File: src/include/vip_pkg.sv
/*
 * Constants, register map and mode encoding for the vectored interrupt unit.
 * Assumes a 32-bit APB master and a 16-bit core that supplies its PC.
 */
`default_nettype none
package vip_pkg;
    localparam int          VIP_NSRC     = 8;
    localparam logic [7:0]  VIP_OFS_EN   = 8'h00;
    localparam logic [7:0]  VIP_OFS_PEND = 8'h04;
    localparam logic [7:0]  VIP_OFS_COND = 8'h08;
    localparam logic [7:0]  VIP_OFS_HEN  = 8'h0C;
    localparam logic [7:0]  VIP_OFS_PWR  = 8'h10;
    localparam logic [7:0]  VIP_OFS_SP   = 8'h14;
    localparam logic [7:0]  VIP_OFS_STS  = 8'h18;
    localparam logic [7:0]  VIP_OFS_MASK = 8'h1C;
    localparam int          VIP_GIE_BIT  = 0;
    localparam int          VIP_PWR_IDLE = 0;
    localparam int          VIP_PWR_HALT = 1;
    localparam logic [15:0] VIP_VEC_TOP  = 16'hFFFE;
    localparam logic [15:0] VIP_SP_STEP  = 16'h0002;
    localparam logic [15:0] VIP_SP_RST   = 16'h0000;
    localparam logic [7:0]  VIP_EN_RST   = 8'h00;
    localparam logic [3:0]  VIP_MASK_RST = 4'h0;
    typedef enum logic [1:0] {
        VIP_RUN  = 2'b00,
        VIP_IDLE = 2'b01,
        VIP_HALT = 2'b10
    } vip_mode_t;
endpackage
`default_nettype wire

File: src/hdl/vip_top.sv
/*
 * Vectored interrupt unit: eight ranked sources, pending/enable/polarity
 * registers, acknowledge and vector sequencing, reset vectoring, DMA stop
 * on the nonmaskable input, idle and halt power modes, APB register slave.
 * Assumes all inputs are synchronous to sys_clk except the four external
 * interrupt pins and the reset request pin, which are synchronised here.
 */
// Summary of operation
// - Eight sources, rank 0 reset at FFFE down to rank 7 end-of-message at FFF0.
// - Simultaneous requests are arbitrated so exactly one source is serviced.
// - Service starts only after the current instruction; reset acts at once.
// - Reset request is a level; other pins are edges; pins 2, 3 and 4 edge selectable.
// - Condition register holds polarity bits for external pins 2, 3 and 4.
// - Reset and nonmaskable always served; others need own and global enable.
// - One pending bit per vector, set even if disabled; register is read/write.
// - Hardware clears pending bits of sources 0..3 on service; software clears pin 4 and peripherals.
// - Acknowledge pushes PC, advances SP by two, clears global enable, loads vector.
// - Return pops PC and sets global enable; handlers may set it to nest.
// - Nonmaskable input stops DMA after the byte in progress; HDLC keeps running.
// - Reset floats ports except high byte enable, then fetches the top vector.
// - Idle resumes on timer overflow, reset or nonmaskable input.
// - Halt exits only by reset or nonmaskable input, the latter vectored.
// - Halt-enable register takes one write after reset; later writes ignored.
`default_nettype none
module vip_top
    import vip_pkg::*;
(
    input  wire logic        sys_clk,
    input  wire logic        rst,
    input  wire logic        psel,
    input  wire logic        penable,
    input  wire logic        pwrite,
    input  wire logic [7:0]  paddr,
    input  wire logic [31:0] pwdata,
    output logic             pready,
    output logic [31:0]      prdata,
    output logic             pslverr,
    input  wire logic        ext_reset_n,
    input  wire logic        nmi_pin,
    input  wire logic        ext_irq_pin_2,
    input  wire logic        ext_irq_pin_3,
    input  wire logic        ext_irq_pin_4,
    input  wire logic        hdlc_dma_err,
    input  wire logic        timer_irq,
    input  wire logic        uart_irq,
    input  wire logic        end_of_message_irq,
    input  wire logic        free_running_timer_ovf,
    input  wire logic        instr_done,
    input  wire logic        return_from_irq_instr,
    input  wire logic [15:0] cpu_pc,
    input  wire logic        dma_byte_busy,
    output logic             cpu_ack,
    output logic [15:0]      vector_addr,
    output logic             stack_push,
    output logic             stack_pop,
    output logic [15:0]      stack_addr,
    output logic [15:0]      stack_wdata,
    output logic             cpu_reset,
    output logic             port_hiz,
    output logic             cpu_stall,
    output logic             clk_stop,
    output logic             dma_halt,
    output logic             irq
);

    typedef struct packed {
        logic [3:0]  sync1;
        logic [3:0]  sync2;
        logic [3:0]  prev;
        logic        rq1;
        logic        rq2;
        logic        boot;
        logic [7:0]  en;
        logic [7:0]  pend;
        logic [2:0]  cond;
        logic        halt_en;
        logic        he_lock;
        vip_mode_t   mode;
        logic [15:0] sp;
        logic [3:0]  sts;
        logic [3:0]  mask;
        logic        nmi_act;
        logic        dma_req;
        logic        dma_halt;
        logic        irq;
        logic        ack;
        logic        push;
        logic        pop;
        logic [15:0] vec;
        logic [15:0] saddr;
        logic [15:0] sdata;
        logic        cpu_rst;
        logic        hiz;
        logic        stall;
        logic        cstop;
        logic        pready;
        logic [31:0] prdata;
        logic        pslverr;
    } vip_state_t;

    vip_state_t s_r;
    vip_state_t s_nxt;

    logic [3:0]  rise;
    logic [3:0]  fall;
    logic [3:0]  edg;
    logic [7:0]  set;
    logic [7:0]  req;
    logic [7:0]  svc_clr;
    logic [7:0]  pbase;
    logic [2:0]  sel;
    logic        start;
    logic        acc;
    logic        wr;
    logic        rd;
    logic        hit;
    logic [31:0] rdv;
    logic [3:0]  ev;
    logic        wake;

    always_comb begin
        s_nxt = s_r;
        s_nxt.ack = 1'b0;
        s_nxt.push = 1'b0;
        s_nxt.pop = 1'b0;
        // Pin 4 shares the polarity scheme with 2 and 3
        s_nxt.sync1 = {ext_irq_pin_4, ext_irq_pin_3, ext_irq_pin_2, nmi_pin};
        s_nxt.sync2 = s_r.sync1;
        s_nxt.prev = s_r.sync2;
        s_nxt.rq1 = ext_reset_n;
        s_nxt.rq2 = s_r.rq1;
        rise = s_r.sync2 & ~s_r.prev;
        fall = ~s_r.sync2 & s_r.prev;
        edg[0] = rise[0];
        for (int k = 1; k < 4; k++) begin
            edg[k] = s_r.cond[k-1] ? rise[k] : fall[k];
        end
        // Reset is a level; pending stays set while the pin is low
        set = {end_of_message_irq, uart_irq, timer_irq,
               edg[3] | hdlc_dma_err, edg[2], edg[1], edg[0], ~s_r.rq2};
        req = s_r.pend & {s_r.en[7:2] & {6{s_r.en[VIP_GIE_BIT]}}, 2'b11};
        sel = 3'd0;
        for (int k = VIP_NSRC - 1; k >= 0; k--) begin
            if (req[k]) begin
                sel = k[2:0];
            end
        end
        // Only the nonmaskable source may start service while idle or halted
        start = (|req) && ((s_r.mode == VIP_RUN && instr_done) ||
                           (s_r.mode != VIP_RUN && req[1]));
        wake = 1'b0;

        acc = psel & penable;
        wr = acc & s_r.pready & pwrite;
        rd = acc & s_r.pready & ~pwrite;
        s_nxt.pready = acc & ~s_r.pready;
        hit = 1'b1;
        rdv = 32'h0000_0000;
        case (paddr)
            VIP_OFS_EN: rdv[7:0] = s_r.en;
            VIP_OFS_PEND: rdv[7:0] = s_r.pend;
            VIP_OFS_COND: rdv[2:0] = s_r.cond;
            VIP_OFS_HEN: rdv[1:0] = {s_r.he_lock, s_r.halt_en};
            VIP_OFS_PWR: rdv[1:0] = s_r.mode;
            VIP_OFS_SP: rdv[15:0] = s_r.sp;
            VIP_OFS_STS: rdv[3:0] = s_r.sts;
            VIP_OFS_MASK: rdv[3:0] = s_r.mask;
            default: hit = 1'b0;
        endcase
        if (acc && !s_r.pready) begin
            s_nxt.prdata = rdv;
            s_nxt.pslverr = ~hit;
        end

        ev = 4'h0;
        if (wr) begin
            unique case (paddr)
                VIP_OFS_EN: s_nxt.en = pwdata[7:0];
                VIP_OFS_COND: s_nxt.cond = pwdata[2:0];
                VIP_OFS_SP: s_nxt.sp = pwdata[15:0];
                VIP_OFS_MASK: s_nxt.mask = pwdata[3:0];
                VIP_OFS_HEN: begin
                    if (!s_r.he_lock) begin
                        s_nxt.halt_en = pwdata[0];
                        s_nxt.he_lock = 1'b1;
                    end else begin
                        ev[2] = 1'b1;
                    end
                end
                VIP_OFS_PWR: begin
                    if (s_r.mode == VIP_RUN) begin
                        if (pwdata[VIP_PWR_HALT] && s_r.halt_en) begin
                            s_nxt.mode = VIP_HALT;
                        end else if (pwdata[VIP_PWR_IDLE]) begin
                            s_nxt.mode = VIP_IDLE;
                        end
                    end
                end
                default: ;
            endcase
        end
        pbase = (wr && paddr == VIP_OFS_PEND) ? pwdata[7:0] : s_r.pend;

        // Return from handler pops and re-enables
        if (return_from_irq_instr) begin
            s_nxt.pop = 1'b1;
            s_nxt.saddr = s_r.sp - VIP_SP_STEP;
            s_nxt.sp = s_r.sp - VIP_SP_STEP;
            s_nxt.en[VIP_GIE_BIT] = 1'b1;
            if (s_r.nmi_act) begin
                s_nxt.nmi_act = 1'b0;
                s_nxt.dma_req = 1'b0;
            end
        end

        unique case (s_r.mode)
            VIP_RUN: ;
            VIP_IDLE: begin
                if (free_running_timer_ovf || edg[0]) begin
                    s_nxt.mode = VIP_RUN;
                    wake = 1'b1;
                end
            end
            VIP_HALT: begin
                if (edg[0]) begin
                    s_nxt.mode = VIP_RUN;
                    wake = 1'b1;
                end
            end
            default: s_nxt.mode = VIP_RUN;
        endcase

        svc_clr = 8'h00;
        if (!s_r.rq2) begin
            // Immediate reset: core held, ports floated
            s_nxt.cpu_rst = 1'b1;
            s_nxt.hiz = 1'b1;
            s_nxt.boot = 1'b1;
            s_nxt.en = VIP_EN_RST;
            s_nxt.mode = VIP_RUN;
            s_nxt.nmi_act = 1'b0;
            s_nxt.dma_req = 1'b0;
            wake = 1'b0;
        end else if (s_r.boot) begin
            s_nxt.boot = 1'b0;
            s_nxt.cpu_rst = 1'b0;
            s_nxt.hiz = 1'b0;
            s_nxt.ack = 1'b1;
            s_nxt.vec = VIP_VEC_TOP;
            svc_clr[0] = 1'b1;
        end else if (start) begin
            s_nxt.ack = 1'b1;
            s_nxt.vec = VIP_VEC_TOP - {12'h000, sel, 1'b0};
            s_nxt.push = 1'b1;
            s_nxt.saddr = s_r.sp;
            s_nxt.sdata = cpu_pc;
            s_nxt.sp = s_r.sp + VIP_SP_STEP;
            s_nxt.en[VIP_GIE_BIT] = 1'b0;
            // Peripheral sources 4..7 stay pending for software
            svc_clr[sel] = (sel < 3'd4);
            if (sel == 3'd1) begin
                s_nxt.nmi_act = 1'b1;
            end
            if (s_r.mode != VIP_RUN) begin
                s_nxt.mode = VIP_RUN;
            end
        end
        if (edg[0] && s_r.rq2) begin
            s_nxt.dma_req = 1'b1;
        end
        // DMA stops only once the byte in flight has finished
        s_nxt.dma_halt = s_nxt.dma_req & (s_r.dma_halt | ~dma_byte_busy);
        s_nxt.pend = (pbase & ~svc_clr) | set;

        ev[0] = s_nxt.ack;
        ev[1] = wake;
        ev[3] = s_nxt.dma_halt & ~s_r.dma_halt;
        // New events win over the read that clears the register
        s_nxt.sts = ((rd && paddr == VIP_OFS_STS) ? 4'h0 : s_r.sts) | ev;
        s_nxt.irq = |(s_nxt.sts & s_r.mask);
        // Registered decodes of the next mode keep both core pins glitch free
        s_nxt.stall = (s_nxt.mode != VIP_RUN);
        s_nxt.cstop = (s_nxt.mode == VIP_HALT);
    end

    always_ff @(posedge sys_clk or posedge rst) begin
        if (rst) begin
            s_r <= '0;
            s_r.rq1 <= 1'b0;
            s_r.boot <= 1'b1;
            s_r.en <= VIP_EN_RST;
            s_r.mode <= VIP_RUN;
            s_r.sp <= VIP_SP_RST;
            s_r.mask <= VIP_MASK_RST;
            s_r.cpu_rst <= 1'b1;
            s_r.hiz <= 1'b1;
        end else begin
            s_r <= s_nxt;
        end
    end

    assign pready = s_r.pready;
    assign prdata = s_r.prdata;
    assign pslverr = s_r.pslverr;
    assign cpu_ack = s_r.ack;
    assign vector_addr = s_r.vec;
    assign stack_push = s_r.push;
    assign stack_pop = s_r.pop;
    assign stack_addr = s_r.saddr;
    assign stack_wdata = s_r.sdata;
    assign cpu_reset = s_r.cpu_rst;
    assign port_hiz = s_r.hiz;
    assign cpu_stall = s_r.stall;
    assign clk_stop = s_r.cstop;
    assign dma_halt = s_r.dma_halt;
    assign irq = s_r.irq;

    a_edge_pend: assert property (@(posedge sys_clk) disable iff (rst)
        (edg[1] && !wr) |=> s_r.pend[2])
        else $error("pin 2 edge did not set pending");

    a_ack_push: assert property (@(posedge sys_clk) disable iff (rst)
        (start && s_r.rq2 && !s_r.boot && !return_from_irq_instr && !wr)
        |=> stack_push && !s_r.en[VIP_GIE_BIT] && s_r.sp == $past(s_r.sp) + VIP_SP_STEP)
        else $error("acknowledge did not push and disable");

    a_return_from_irq_instr_gie: assert property (@(posedge sys_clk) disable iff (rst)
        (return_from_irq_instr && !start && s_r.rq2 && !s_r.boot && !wr)
        |=> s_r.en[VIP_GIE_BIT] && stack_pop)
        else $error("return did not re-enable");

    a_instr_wait: assert property (@(posedge sys_clk) disable iff (rst)
        (s_r.mode == VIP_RUN && !instr_done && !s_r.boot) |=> !cpu_ack)
        else $error("service began mid instruction");

    a_mask_gate: assert property (@(posedge sys_clk) disable iff (rst)
        (!s_r.en[VIP_GIE_BIT] && s_r.pend[1:0] == 2'b00 && !s_r.boot) |=> !cpu_ack)
        else $error("masked source serviced");

    a_prio_low: assert property (@(posedge sys_clk) disable iff (rst)
        (start && req[1] && !req[0] && s_r.rq2 && !s_r.boot) |=> vector_addr == 16'hFFFC)
        else $error("nmi lost arbitration");

    a_nmi_dma: assert property (@(posedge sys_clk) disable iff (rst)
        (edg[0] && s_r.rq2) ##1 !dma_byte_busy |=> dma_halt)
        else $error("dma not halted after nmi");

    a_reset_hiz: assert property (@(posedge sys_clk) disable iff (rst)
        !s_r.rq2 |=> port_hiz && cpu_reset ##1 (s_r.rq2 || port_hiz))
        else $error("reset did not float ports");

    a_halt_once: assert property (@(posedge sys_clk) disable iff (rst)
        (wr && paddr == VIP_OFS_HEN && s_r.he_lock && s_r.rq2) |=> $stable(s_r.halt_en))
        else $error("halt enable rewritten");

    a_halt_exit: assert property (@(posedge sys_clk) disable iff (rst)
        (clk_stop && !edg[0] && s_r.rq2) |=> clk_stop)
        else $error("halt left without nmi or reset");

    a_idle_wake: assert property (@(posedge sys_clk) disable iff (rst)
        (s_r.mode == VIP_IDLE && free_running_timer_ovf && s_r.rq2) |=> !cpu_stall)
        else $error("idle not left on timer overflow");

    a_ext_clear: assert property (@(posedge sys_clk) disable iff (rst)
        (start && s_r.rq2 && !s_r.boot && sel == 3'd2 && !set[2] && !wr) |=> !s_r.pend[2])
        else $error("serviced pin 2 left pending");

    a_boot_vec: assert property (@(posedge sys_clk) disable iff (rst)
        (s_r.boot && s_r.rq2) |=> cpu_ack && vector_addr == VIP_VEC_TOP && !port_hiz)
        else $error("boot vector not fetched");

endmodule // vip_top
`default_nettype wire

File: config.mk
export PLATFORM = sky130hd
export DESIGN_NAME = vip_top
export DESIGN_NICKNAME = d
export VERILOG_FILES = /design/src/include/vip_pkg.sv /design/src/hdl/vip_top.sv
export SDC_FILE = /design/constraint.sdc
export NUM_CORES = 1
export LEC_CHECK = 0
export BUFFER_PORTS_ARGS = -buffer_cell sky130_fd_sc_hd__buf_4
export CAP_MARGIN = 20
export CORE_MARGIN = 5
export CORE_UTILIZATION = 45
export CTS_CLUSTER_DIAMETER = 200
export CTS_CLUSTER_SIZE = 24
export DETAILED_ROUTE_END_ITERATION = 7
export GPL_ROUTABILITY_DRIVEN = 0
export PLACE_DENSITY = 0.72
export SETUP_SLACK_MARGIN = 0.3
export SLEW_MARGIN = 20
export SYNTH_ARGS = -nofsm -noshare
export SYNTH_HDL_FRONTEND = slang
export SYNTH_SLANG_ARGS = --single-unit
File: constraint.sdc
create_clock -name sys_clk -period 5.2 [get_ports sys_clk]
set_clock_uncertainty 0.05 [all_clocks]
set_input_delay 0.52 -clock sys_clk [delete_from_list [all_inputs] [get_ports sys_clk]]
set_output_delay 0.52 -clock sys_clk [all_outputs]
set_load 0.01 [all_outputs]
## Yosys cells after proc, flatten, opt, wreduce, memory -nomap -nowiden

Index checks and enable logic that the tools add are counted.
W data, S select, Z words.

- Bits in registers: 139
- Input bits: 74
- Word-level logic and storage cells: 184

- $add $sub $neg: 3
- Magnitude comparators: 3
- Equality and inequality tests: 14
- Multiplexer cells: 75
- Bitwise operators: 29
- Reduce and logical (&&, ||, !) cells: 27

Operators by type and width:

| cell | count |
|---|---|
| $mux W16 | 5 |
| $mux W32 | 2 |
| $mux W18 | 3 |
| $mux W48 | 1 |
| $mux W8 | 6 |
| $eq A8 B5 Y1 const B | 4 |
| $mux W1 | 27 |
| $mux W2 | 13 |
| $and A8 B8 Y8 | 3 |
| $mux W3 | 8 |
| $add A16 B2 Y16 const B | 1 |
| $eq A8 B4 Y1 const B | 2 |
| $pmux W2 S8 | 1 |
| $reduce_or A8 Y1 | 2 |
| $sub A16 B2 Y16 const B | 1 |
| $mux W7 | 2 |
| $and A4 B4 Y4 | 3 |
| $pmux W4 S3 | 1 |
| $reduce_and A2 Y1 | 5 |
| $logic_and A1 B1 Y1 | 9 |
| $eq A8 B3 Y1 const B | 1 |
| $logic_not A8 Y1 | 1 |
| $not A1 Y1 | 8 |
| $not A4 Y4 | 2 |
| other kinds (27) | 40 |

## Logic depth before layout (Yosys ltp)

Gate-level depths: netlist (run 1).

- Depth in word-level cells: 21
- Depth in mapped cells: 10
- Depth with buffers taken out: 8

## Worst setup path after synthesis (run 1)

No wires, ideal clock.

- Kind: in2reg
- From: in paddr[3]
- To: reg s_r[101] (netlist bit)
- Arrival: 2402 ps
- Data required time: 5025 ps
- Setup slack: 2623 ps
- Stages: 6
- Buffers on the path: 2
- Cells stage by stage: or4b_2 > buf_2 > or4_1 > clkbuf_1 > nor2_1 > mux2_2

- Cells in the longest elaborated chain, start to end: 7

Ends and longest elaborated chain:

| what | RTL line | RTL |
|---|---|---|
| start, declared | vip_top.sv:33 | `input wire logic [7:0] paddr,` |
| $eq A8 B5 Y1 * | vip_top.sv:177 | `unique case (paddr)` |
| $mux W16 * | vip_top.sv:177 |  |
| $mux W18 * | vip_top.sv:176 | `if (wr) begin` |
| $mux W16 * | vip_top.sv:205 | `if (return_from_irq_instr) begin` |
| $mux W18 | vip_top.sv:251 | `end else if (start) begin` |
| $mux W18 | vip_top.sv:244 | `end else if (s_r.boot) begin` |
| $mux W16 * | vip_top.sv:234 | `if (!s_r.rq2) begin` |
| end signal, assigned | vip_top.sv:298 | `s_r <= s_nxt;` |
| end, declared | vip_top.sv:101 | `vip_state_t s_r;` |

Mark *: on every way between the ends. The rest lies on a longest branch, timed or not.
A chain may end at the register's enable or synchronous reset.

==> results of run 1 <==
==> power by group through the flow <==
stage,registers (W),clock network (W),logic [W]
global route,0.00129,0.00132,0.000625
floorplan,0.00115,0,0.000525
global placement,0.00127,0,0.000551
detailed placement,0.00128,0,0.000558
finish,0.00127,0.00126,0.000558
CTS,0.00126,0.00128,0.000561
==> logic make-up (layout without fill, tap and decap cells) <==
group | Yosys count | count (layout) | share of synthesized area, %
buf+inv | 153 | 192 | 12.6
compound gates | 177 | 177 | 16.4
simple gates | 278 | 278 | 19.4
fa+ha+maj | 6 | 6 | 1.06
mux | 35 | 35 | 5.25
flops | 126 | 126 | 44.5
xor+xnor | 6 | 6 | 0.742
other cells | 1 | 17 | 0.0529
==> per-layer routing <==
metal | vias up | share of wire [%] | track usage (%)
li1 | 2772 | - | -
met1 | 2768 | 44 | 29.1
met2 | 290 | 44 | 30.0
met3 | 37 | 9.0 | 5.31
met4 | 0 | 2.6 | 8.17
met5 | - | 0 | 0
==> area by class of cell <==
class | instances | area, um^2
flip-flops and latches | 126 | 3160
fillers | 1439 | 7050
repair buffers | 136 | 1020
clock inverters | 13 | 188
inverters | 24 | 92.6
well taps | 211 | 264
multi-input cells | 519 | 3100
clock buffers | 19 | 443
==> final timing paths <==
check                                 to  depth (start not counted)  slack [ns]
max                        stack_addr[5]                          8        2.36
min                           s_nxt[147]                          1        0.16
max reg2reg                stack_addr[5]                          8        2.36
min reg2reg                   s_nxt[143]                          0        0.30
min in group asynchronous        cpu_ack                          2        0.28
max in group asynchronous       s_r[112]                          3        3.65
==> registers in the layout, indices dropped and copies added, names as in the netlist, 4 cells and up <==
| register | cells |
|---|---|
| prdata | 16 |
| s_nxt | 9 |
| s_r | 55 |
| stack_addr | 16 |
| stack_wdata | 16 |
| vector_addr | 4 |
==> per-stage QoR <==
| stage | cells | hold WS, ns | worst slack (ns) | power, W |
|---|---|---|---|---|
| floorplan | 798 | 0.281 | 1.28 | 0.00168 |
| global placement | 1016 | 0.282 | 2.02 | 0.00182 |
| detailed placement | 1016 | 0.285 | 1.99 | 0.00184 |
| CTS | 1048 | 0.147 | 2.18 | 0.00310 |
| global route | 1048 | 0.148 | 2.11 | 0.00323 |
| finish | 1048 | 0.163 | 2.36 | 0.00308 |
==> cells in the mapped netlist (6+ instances only) <==
cell      count
or4_1         7
buf_4        81
nor4_1       13
buf_1         7
ha_1          6
nor2_1       32
clkbuf_1     32
mux2_2       17
nand3_1      35
nor3_1       14
o211ai_1      7
or2_2         7
dfrtp_1     124
a31oi_1       6
nor3b_1       7
nand4_1       7
nand2_1     116
and3_1        7
o31ai_1       6
inv_1        22
o21ai_0      48
mux2i_1      18
buf_2         8
a21oi_1      44
nor2b_1       7
==> metrics, run 1 <==
Worst-Margin Slew between 1 and 1.5 ns; port bufs around 130; clock latency on the worst-skew pair between 0.4 and 0.5 ns; Via Count 5,867; clock sinks 126; nets@finish 904; initial antenna violation count 0; H-tree depth 4; die area around 0.018 mm^2; Leak 3.74 nW; HP Class input pin to flop; worst-case vdd ir drop ~0.00025 V; critical-path cell with the highest stage delay inv_2; gr usage total 20.5%; Reg clk slew, reported paths 0.06 ns; clock share of power 40.8%; Post-synth EDFFs 0; unrepaired setup endpoints after global routing false; fin util 54.0%; Final min period 2.84 ns; pwr dens 373 mW/mm^2; total gr overflow 0; Setup violations, final 0; Critical Path Source s_r[117]; setup tns final 0 ns; switching power between 0.0009 and 0.001 W; Fmax 352 MHz; CP delay by family, top buffers and inverters; status completed; most common cell after layout, fill and taps aside buf_4; Area Overhead vs Synth 16.7%; Yosys top cell by area dfrtp_1; Cell Area, Synth 0.00708 mm^2; cts bufs inserted 17; post-CTS sizing 0; switching part of the total 29.8%; post-DP HPWL 13,100 um; Remaining DRCs 0; synth warn 0; height of the die around 140 um; number of buffers added for setup after CTS 0; vias in the first global route 5,532; area of the core 0.0153 mm^2; flops & latches, synth 126; share of cells above drive strength 1 around 24%; Seq/Total Area, Yosys 44.5%; CP required 5.46 ns; starting DRC count in detailed routing around 630; Detailed Routing Iterations Pass 1 7; Worst Setup Start Kind flop; Comb power frac 18.1%; WS Path Type flop to flop; row count between 40 and 50; largest cells by area after synthesis dfrtp_1 (44%), buf_4 (8.6%), nand2_1 (6.1%), o21ai_0 (3.4%), a21oi_1 (3.1%); antenna fix cells 0; drt via density 5.60; Fin. Hold Viols 0; Buf+Inv Stages, Crit Path 2; cell area after layout 0.00827 mm^2; Mean Syn Cell Area roughly 9 um^2; Die X 135 um; Worst EP arrival 3.11 ns; part of the power in registers 41.1%; CP Cell Sequence inv_1, ha_1, mux2_2, and3_1, nand2_2, inv_2, o21ai_0, a211oi_1; global-route wire length before repair 29,700 um; total wire length between 15,000 and 20,000 um; Async SR Flop Fraction 100%; routed len/inst 17.6 um; cts hold-fix bufs 0; Int Power approximately 0.0022 W; Netlist cell types 74; CTS Root Buffer Type clkbuf_16; CTS tree done; CP max stage delay 0.60 ns; Synth top area share 43.8%; Clock Path Buffers 2; initial core utilization 46.3%; Cell Area, Placed 0.00763 mm^2; period utilization 54.6%; largest net degree at the start of global routing 80; relative slew slack 30.9%; maxcap violations 0; most frequent cells in the layout buf_4 (136), dfrtp_1 (124), nand2_1 (116); Mapped Cells 782; CP max FO 46; Hold Path Origin nmi_pin; Top Ports about 170; Final Max Tran Viols 0; dominant synthesized flop cell dfrtp_1; Final ANT Viol Nets 0; RR Startpoint s_r[117]; kind of end point of the critical path flop
(Power assumes the default switching activity.)
==> inputs of run 2 (changes only) <==
==> constraint.sdc (replaced) <==
create_clock -name sys_clk -period 2.64 [get_ports sys_clk]
set_clock_uncertainty 0.05 [all_clocks]
set_input_delay 0.264 -clock sys_clk [delete_from_list [all_inputs] [get_ports sys_clk]]
set_output_delay 0.264 -clock sys_clk [all_outputs]
set_load 0.01 [all_outputs]
==> metrics, run 2 (same netlist as run 1, synthesis figures left out) <==
unrepaired setup endpoints after global routing false (unchanged); Remaining DRCs 0 (unchanged); cell area after layout 0.00886 mm^2 (was 0.00827 mm^2); H-tree depth 4 (unchanged); Final Max Tran Viols 0 (unchanged); die area 0.0184 mm^2 (unchanged); row count 45 (unchanged); Reg clk slew, reported paths 0.06 ns (about the same); global-route wire length before repair 31,200 um (was 29,700 um); Top reg by flops s_r (unchanged); Max Used Layer met4 (unchanged); Leak 4.03 nW (was 3.74 nW); gr usage total 21.7% (was 20.5%); vias in the first global route 5,871 (was 5,532); routed len/inst 17.8 um (was 17.6 um); post-DP HPWL 14,000 um (was 13,100 um); CTS Root Buffer Type clkbuf_16 (unchanged); Critical Path Source s_r[125] (was s_r[117]); worst-case vdd ir drop 0.000452 V (was 0.000254 V); relative slew slack 59.6% (was 30.9%); CP max FO 7 (was 46); HP Class input pin to flop (unchanged); R2R depth 5 (was 8); Metal-1 WL 8570 um (was 8170 um); CP delay by family, top simple AND/OR/NAND/NOR gates (was buffers and inverters); clock sinks 126 (unchanged); area of the core 0.0153 mm^2 (unchanged); drt via density 5.56 (was 5.60); initial antenna violation count 0 (unchanged); initial core utilization 46.3% (unchanged); status completed (unchanged); most common cell after layout, fill and taps aside buf_4 (unchanged); WS Path Type flop to flop (unchanged); CP max stage delay 0.59 ns (was 0.60 ns); starting DRC count in detailed routing 638 (was 627); nets@finish 965 (was 904); Final min period 2.28 ns (was 2.84 ns); critical-path cell with the highest stage delay or4_1 (was inv_2); FF-to-FF End stack_addr[0] (was stack_addr[5]); maxcap violations 0 (unchanged); cts bufs inserted 17 (unchanged); Worst EP arrival 2.53 ns (was 3.11 ns); Area Overhead vs Synth 25.0% (was 16.7%); Buf+Inv Stages, Crit Path 1 (was 2); Detailed Routing Iterations Pass 1 5 (was 7); met3 wire length 1650 um (was 1670 um); Top Ports 165 (unchanged); Fmax 439 MHz (was 352 MHz); CTS tree done (unchanged); Fin. Hold Viols 0 (unchanged); total wire length 19,700 um (was 18,500 um); Levels on crit path 5 (was 8); CP required 2.90 ns (was 5.46 ns); port bufs 131 (unchanged); RR Startpoint s_r[125] (was s_r[117]); setup tns final 0 ns (unchanged); antenna fix cells 0 (unchanged); share of cells above drive strength 1 26.7% (was 24.4%); Worst-Margin Slew 0.601 ns (was 1.03 ns); total gr overflow 0 (unchanged); largest net degree at the start of global routing 43 (was 80); Final ANT Viol Nets 0 (unchanged); height of the die 135 um (unchanged); Cell Area, Placed 0.00793 mm^2 (was 0.00763 mm^2); worst setup path endpoint stack_addr[0] (was stack_addr[5]); Die X 135 um (unchanged); Via Count 6,165 (was 5,867); kind of end point of the critical path flop (unchanged); period utilization 86.2% (was 54.6%); Clock Path Buffers 2 (unchanged); DR WL met2 8890 um (was 8180 um); most frequent cells in the layout buf_4 (166), dfrtp_1 (123), nand2_1 (116) (was buf_4 (136), dfrtp_1 (124), nand2_1 (116)); CP Cell Sequence or2_2, or4_1, buf_4, a21oi_2, mux2_2 (was inv_1, ha_1, mux2_2, and3_1, nand2_2, inv_2, o21ai_0, a211oi_1); clock latency on the worst-skew pair 0.43 ns (was 0.41 ns); Setup violations, final 0 (unchanged); R2R setup slack 0.36 ns (was 2.36 ns); max reg flops 55 (unchanged); pwr dens 696 mW/mm^2 (was 373 mW/mm^2); Worst Setup Start Kind flop (unchanged)
-- run 2: per-layer routing --
| metal | up-vias | GRT usage, % |
|---|---|---|
| li1 | 2896 | - |
| met1 | 2934 | 30.3 |
| met2 | 286 | 32.2 |
| met3 | 49 | 4.94 |
| met4 | 0 | 9.80 |
| met5 | - | 0 |
-- run 2: stage by stage --
step,worst slack [ns],utilization [%],total power (W),std cells,hold slack [ns]
after floorplan,0.307,-,0.00330,798,0.245
after global placement,0.214,51.8,0.00367,1050,0.282
after detailed placement,0.180,51.8,0.00369,1050,0.286
after CTS,0.286,57.5,0.00618,1109,0.0164
after global routing,0.310,57.8,0.00642,1109,0.0340
final,0.363,57.8,0.00616,1109,0.0280
-- run 2: worst reg2reg max path, stage by stage (launching register included) --
cell,delay (ns)
dfrtp_1,0.40
or2_2,0.36
or4_1,0.59
buf_4,0.21
a21oi_2,0.19
mux2_2,0.36
-- run 2: repair_timing --
action | 4_1_cts | 5_1_grt
setup buffers | 0 | 0
hold buffers | 27 | 0
gates resized for setup | 1 | 14
endpoints found under the hold margin | 46 | 0
endpoints found under the setup margin | 3 | 43
-- run 2: area by class of cell --
class,count,area [um^2]
inverters,24,98.8
well taps,211,264
multi-input cells,519,3130
repair buffers,197,1600
clock inverters,11,169
flip-flops and latches,126,3160
clock buffers,21,440
fillers,1388,6460
-- run 2: worst min-delay path by stage --
stage | endpoint | startpoint | slack [ns] | depth (start not counted)
2_1_floorplan | s_nxt[141] | ext_reset_n | 0.25 | 0
3_3_place_gp | s_nxt[143] | s_nxt[147] | 0.28 | 0
3_5_place_dp | s_nxt[146] | s_nxt[150] | 0.29 | 0
4_1_cts | s_r[130] | pwdata[6] | 0.02 | 2
5_1_grt | s_r[130] | pwdata[6] | 0.03 | 2
6_report | s_r[130] | pwdata[6] | 0.03 | 2
-- run 2: where the power goes --
part	switching, W	internal (W)
Combinational	0.000657	0.000599
Sequential	0.000316	0.00215
Clock	0.000868	0.00157
Total	0.00184	0.00432
==> inputs of run 3 (changes only) <==
--- a/config.mk
+++ b/config.mk
@@ -7,6 +7,7 @@
 export LEC_CHECK = 0
 export BUFFER_PORTS_ARGS = -buffer_cell sky130_fd_sc_hd__buf_4
 export CAP_MARGIN = 20
+export CORE_ASPECT_RATIO = 1.75
 export CORE_MARGIN = 5
 export CORE_UTILIZATION = 45
 export CTS_CLUSTER_DIAMETER = 200
==> metrics, run 3 (same netlist as run 1, synthesis figures left out) <==
status completed (unchanged); Reg clk slew, reported paths 0.06 ns (about the same); area of the core 0.0155 mm^2 (was 0.0153 mm^2); drt via density 5.84 (was 5.56); pwr dens 700 mW/mm^2 (was 696 mW/mm^2); row count 60 (was 45); Final ANT Viol Nets 0 (unchanged); Worst EP arrival 2.55 ns (was 2.53 ns); Via Count 6,371 (was 6,165); CTS Root Buffer Type clkbuf_16 (unchanged); kind of end point of the critical path flop (unchanged); worst-case vdd ir drop 0.000415 V (was 0.000452 V); HP Class input pin to flop (unchanged); Remaining DRCs 0 (unchanged); port bufs 131 (unchanged); CP max FO 5 (was 7); total wire length 21,200 um (was 19,700 um); vias in the first global route 6,375 (was 5,871); Fmax 440 MHz (was 439 MHz); final hold slack 0.0446 ns (was 0.0280 ns); period utilization 86.1% (was 86.2%); Worst Setup Start Kind flop (unchanged); Detailed Routing Iterations Pass 1 5 (unchanged); Top Ports 165 (unchanged); Cell Area, Placed 0.00792 mm^2 (was 0.00793 mm^2); largest net degree at the start of global routing 54 (was 43); Setup violations, final 0 (unchanged); Leak 4.04 nW (was 4.03 nW); max reg flops 55 (unchanged); Final Max Tran Viols 0 (unchanged); CP required 2.92 ns (was 2.90 ns); H-tree depth 4 (unchanged); Final min period 2.27 ns (was 2.28 ns); most common cell after layout, fill and taps aside buf_4 (unchanged); die area 0.0185 mm^2 (was 0.0184 mm^2); total gr overflow 0 (unchanged); number of buffers added for setup after CTS 0 (unchanged); starting DRC count in detailed routing 386 (was 638); Worst-Margin Slew 0.665 ns (was 0.601 ns); maxcap violations 0 (unchanged); dpl cells 1,031 (was 1,050); global-route wire length before repair 33,800 um (was 31,200 um); relative slew slack 55.5% (was 59.6%); gr usage total 22.9% (was 21.7%); height of the die 176 um (was 135 um); Top reg by flops s_r (unchanged); most frequent cells in the layout buf_4 (173), dfrtp_1 (123), nand2_1 (116) (was buf_4 (166), dfrtp_1 (123), nand2_1 (116)); CTS tree done (unchanged); # fillers 1,396 (was 1,388); routed len/inst 19.4 um (was 17.8 um); pre-CTS setup slack 0.204 ns (was 0.180 ns); nets@finish 971 (was 965); initial core utilization 45.8% (was 46.3%); Die X 105 um (was 135 um); unrepaired setup endpoints after global routing true (was false); cell area after layout 0.00883 mm^2 (was 0.00886 mm^2); PnR worst setup slack 0.368 ns (was 0.363 ns); WS Path Type flop to flop (unchanged); clock sinks 126 (unchanged); clock latency on the worst-skew pair 0.42 ns (was 0.43 ns); Area Overhead vs Synth 24.6% (was 25.0%); Post-Layout Cell Count 1,090 (was 1,109); setup tns final 0 ns (unchanged); share of cells above drive strength 1 27.3% (was 26.7%); cts bufs inserted 17 (unchanged); antenna fix cells 0 (unchanged); Fin. Hold Viols 0 (unchanged); initial antenna violation count 0 (unchanged); post-DP HPWL 15,400 um (was 14,000 um); Clock Path Buffers 2 (unchanged)
## run 3: cell count changes in the layout (fill, tap and decap cells not counted), moves of 2 or more
cell	previous run	this run
bufinv_16	4	2
clkbuf_8	0	4
buf_12	4	1
buf_4	166	173
inv_6	1	3
clkbuf_1	4	0
## run 3: through the flow
step	util, %	power [W]
2_1_floorplan	-	0.00330
3_3_place_gp	51.2	0.00371
3_5_place_dp	51.2	0.00373
4_1_cts	56.9	0.00619
5_1_grt	57.1	0.00645
6_report	57.1	0.00618
## run 3: layer usage
layer  vias up  GRT usage, %  routed length [um]  share of wire (%)
li1       2911             -                   -                  -
met2       356          42.3               11500                 54
met4         0          11.2                1020                4.8
met5         -             0                   0                  0
met3        92          4.61                1320                6.3
met1      3012          24.5                7310                 35
## run 3: power breakdown
group	internal [W]	total [W]	leakage [nW]	switching [W]
combinational	0.000614	0.00132	2.21	0.000702
sequential	0.00215	0.00245	1.54	0.000299
clock	0.00150	0.00241	0.289	0.000915
total	0.00426	0.00618	4.04	0.00192
## run 3: cell type report
| class | instances | area (um^2) | share of cell area, % |
|---|---|---|---|
| multi-input cells | 519 | 3120 | 35.3 |
| flip-flops and latches | 126 | 3160 | 35.8 |
| clock buffers | 21 | 480 | 5.44 |
| inverters | 24 | 96.3 | 1.09 |
| well taps | 186 | 233 | 2.64 |
| repair buffers | 203 | 1620 | 18.3 |
| clock inverters | 11 | 130 | 1.47 |
## run 3: worst paths after layout
check	startpoint	endpoint	slack, ns	depth (start not counted)
setup / recovery	s_r[117]	s_r[110]	0.37	7
hold / removal	pwdata[6]	s_r[130]	0.04	2
setup reg to reg	s_r[117]	s_r[110]	0.37	7
hold reg to reg	s_nxt[147]	s_nxt[143]	0.30	0
max in group asynchronous	rst	s_r[117]	1.33	4
min in group asynchronous	rst	vector_addr[14]	0.45	3
## run 3: timing repair
item | in CTS | in global routing
endpoints found under the hold margin | 52 | 0
gates resized for setup | 2 | 7
setup endpoints to repair | 17 | 21
hold buffers | 27 | 0
pin swaps | 0 | 0
## run 3: worst max-delay path, cell delays in order, from the launching register on
cell      delay (ns)
dfrtp_2         0.42
inv_1           0.09
ha_1            0.21
mux2_2          0.26
nand3_1         0.16
or4_1           0.61
or2_2           0.30
o211ai_1        0.09
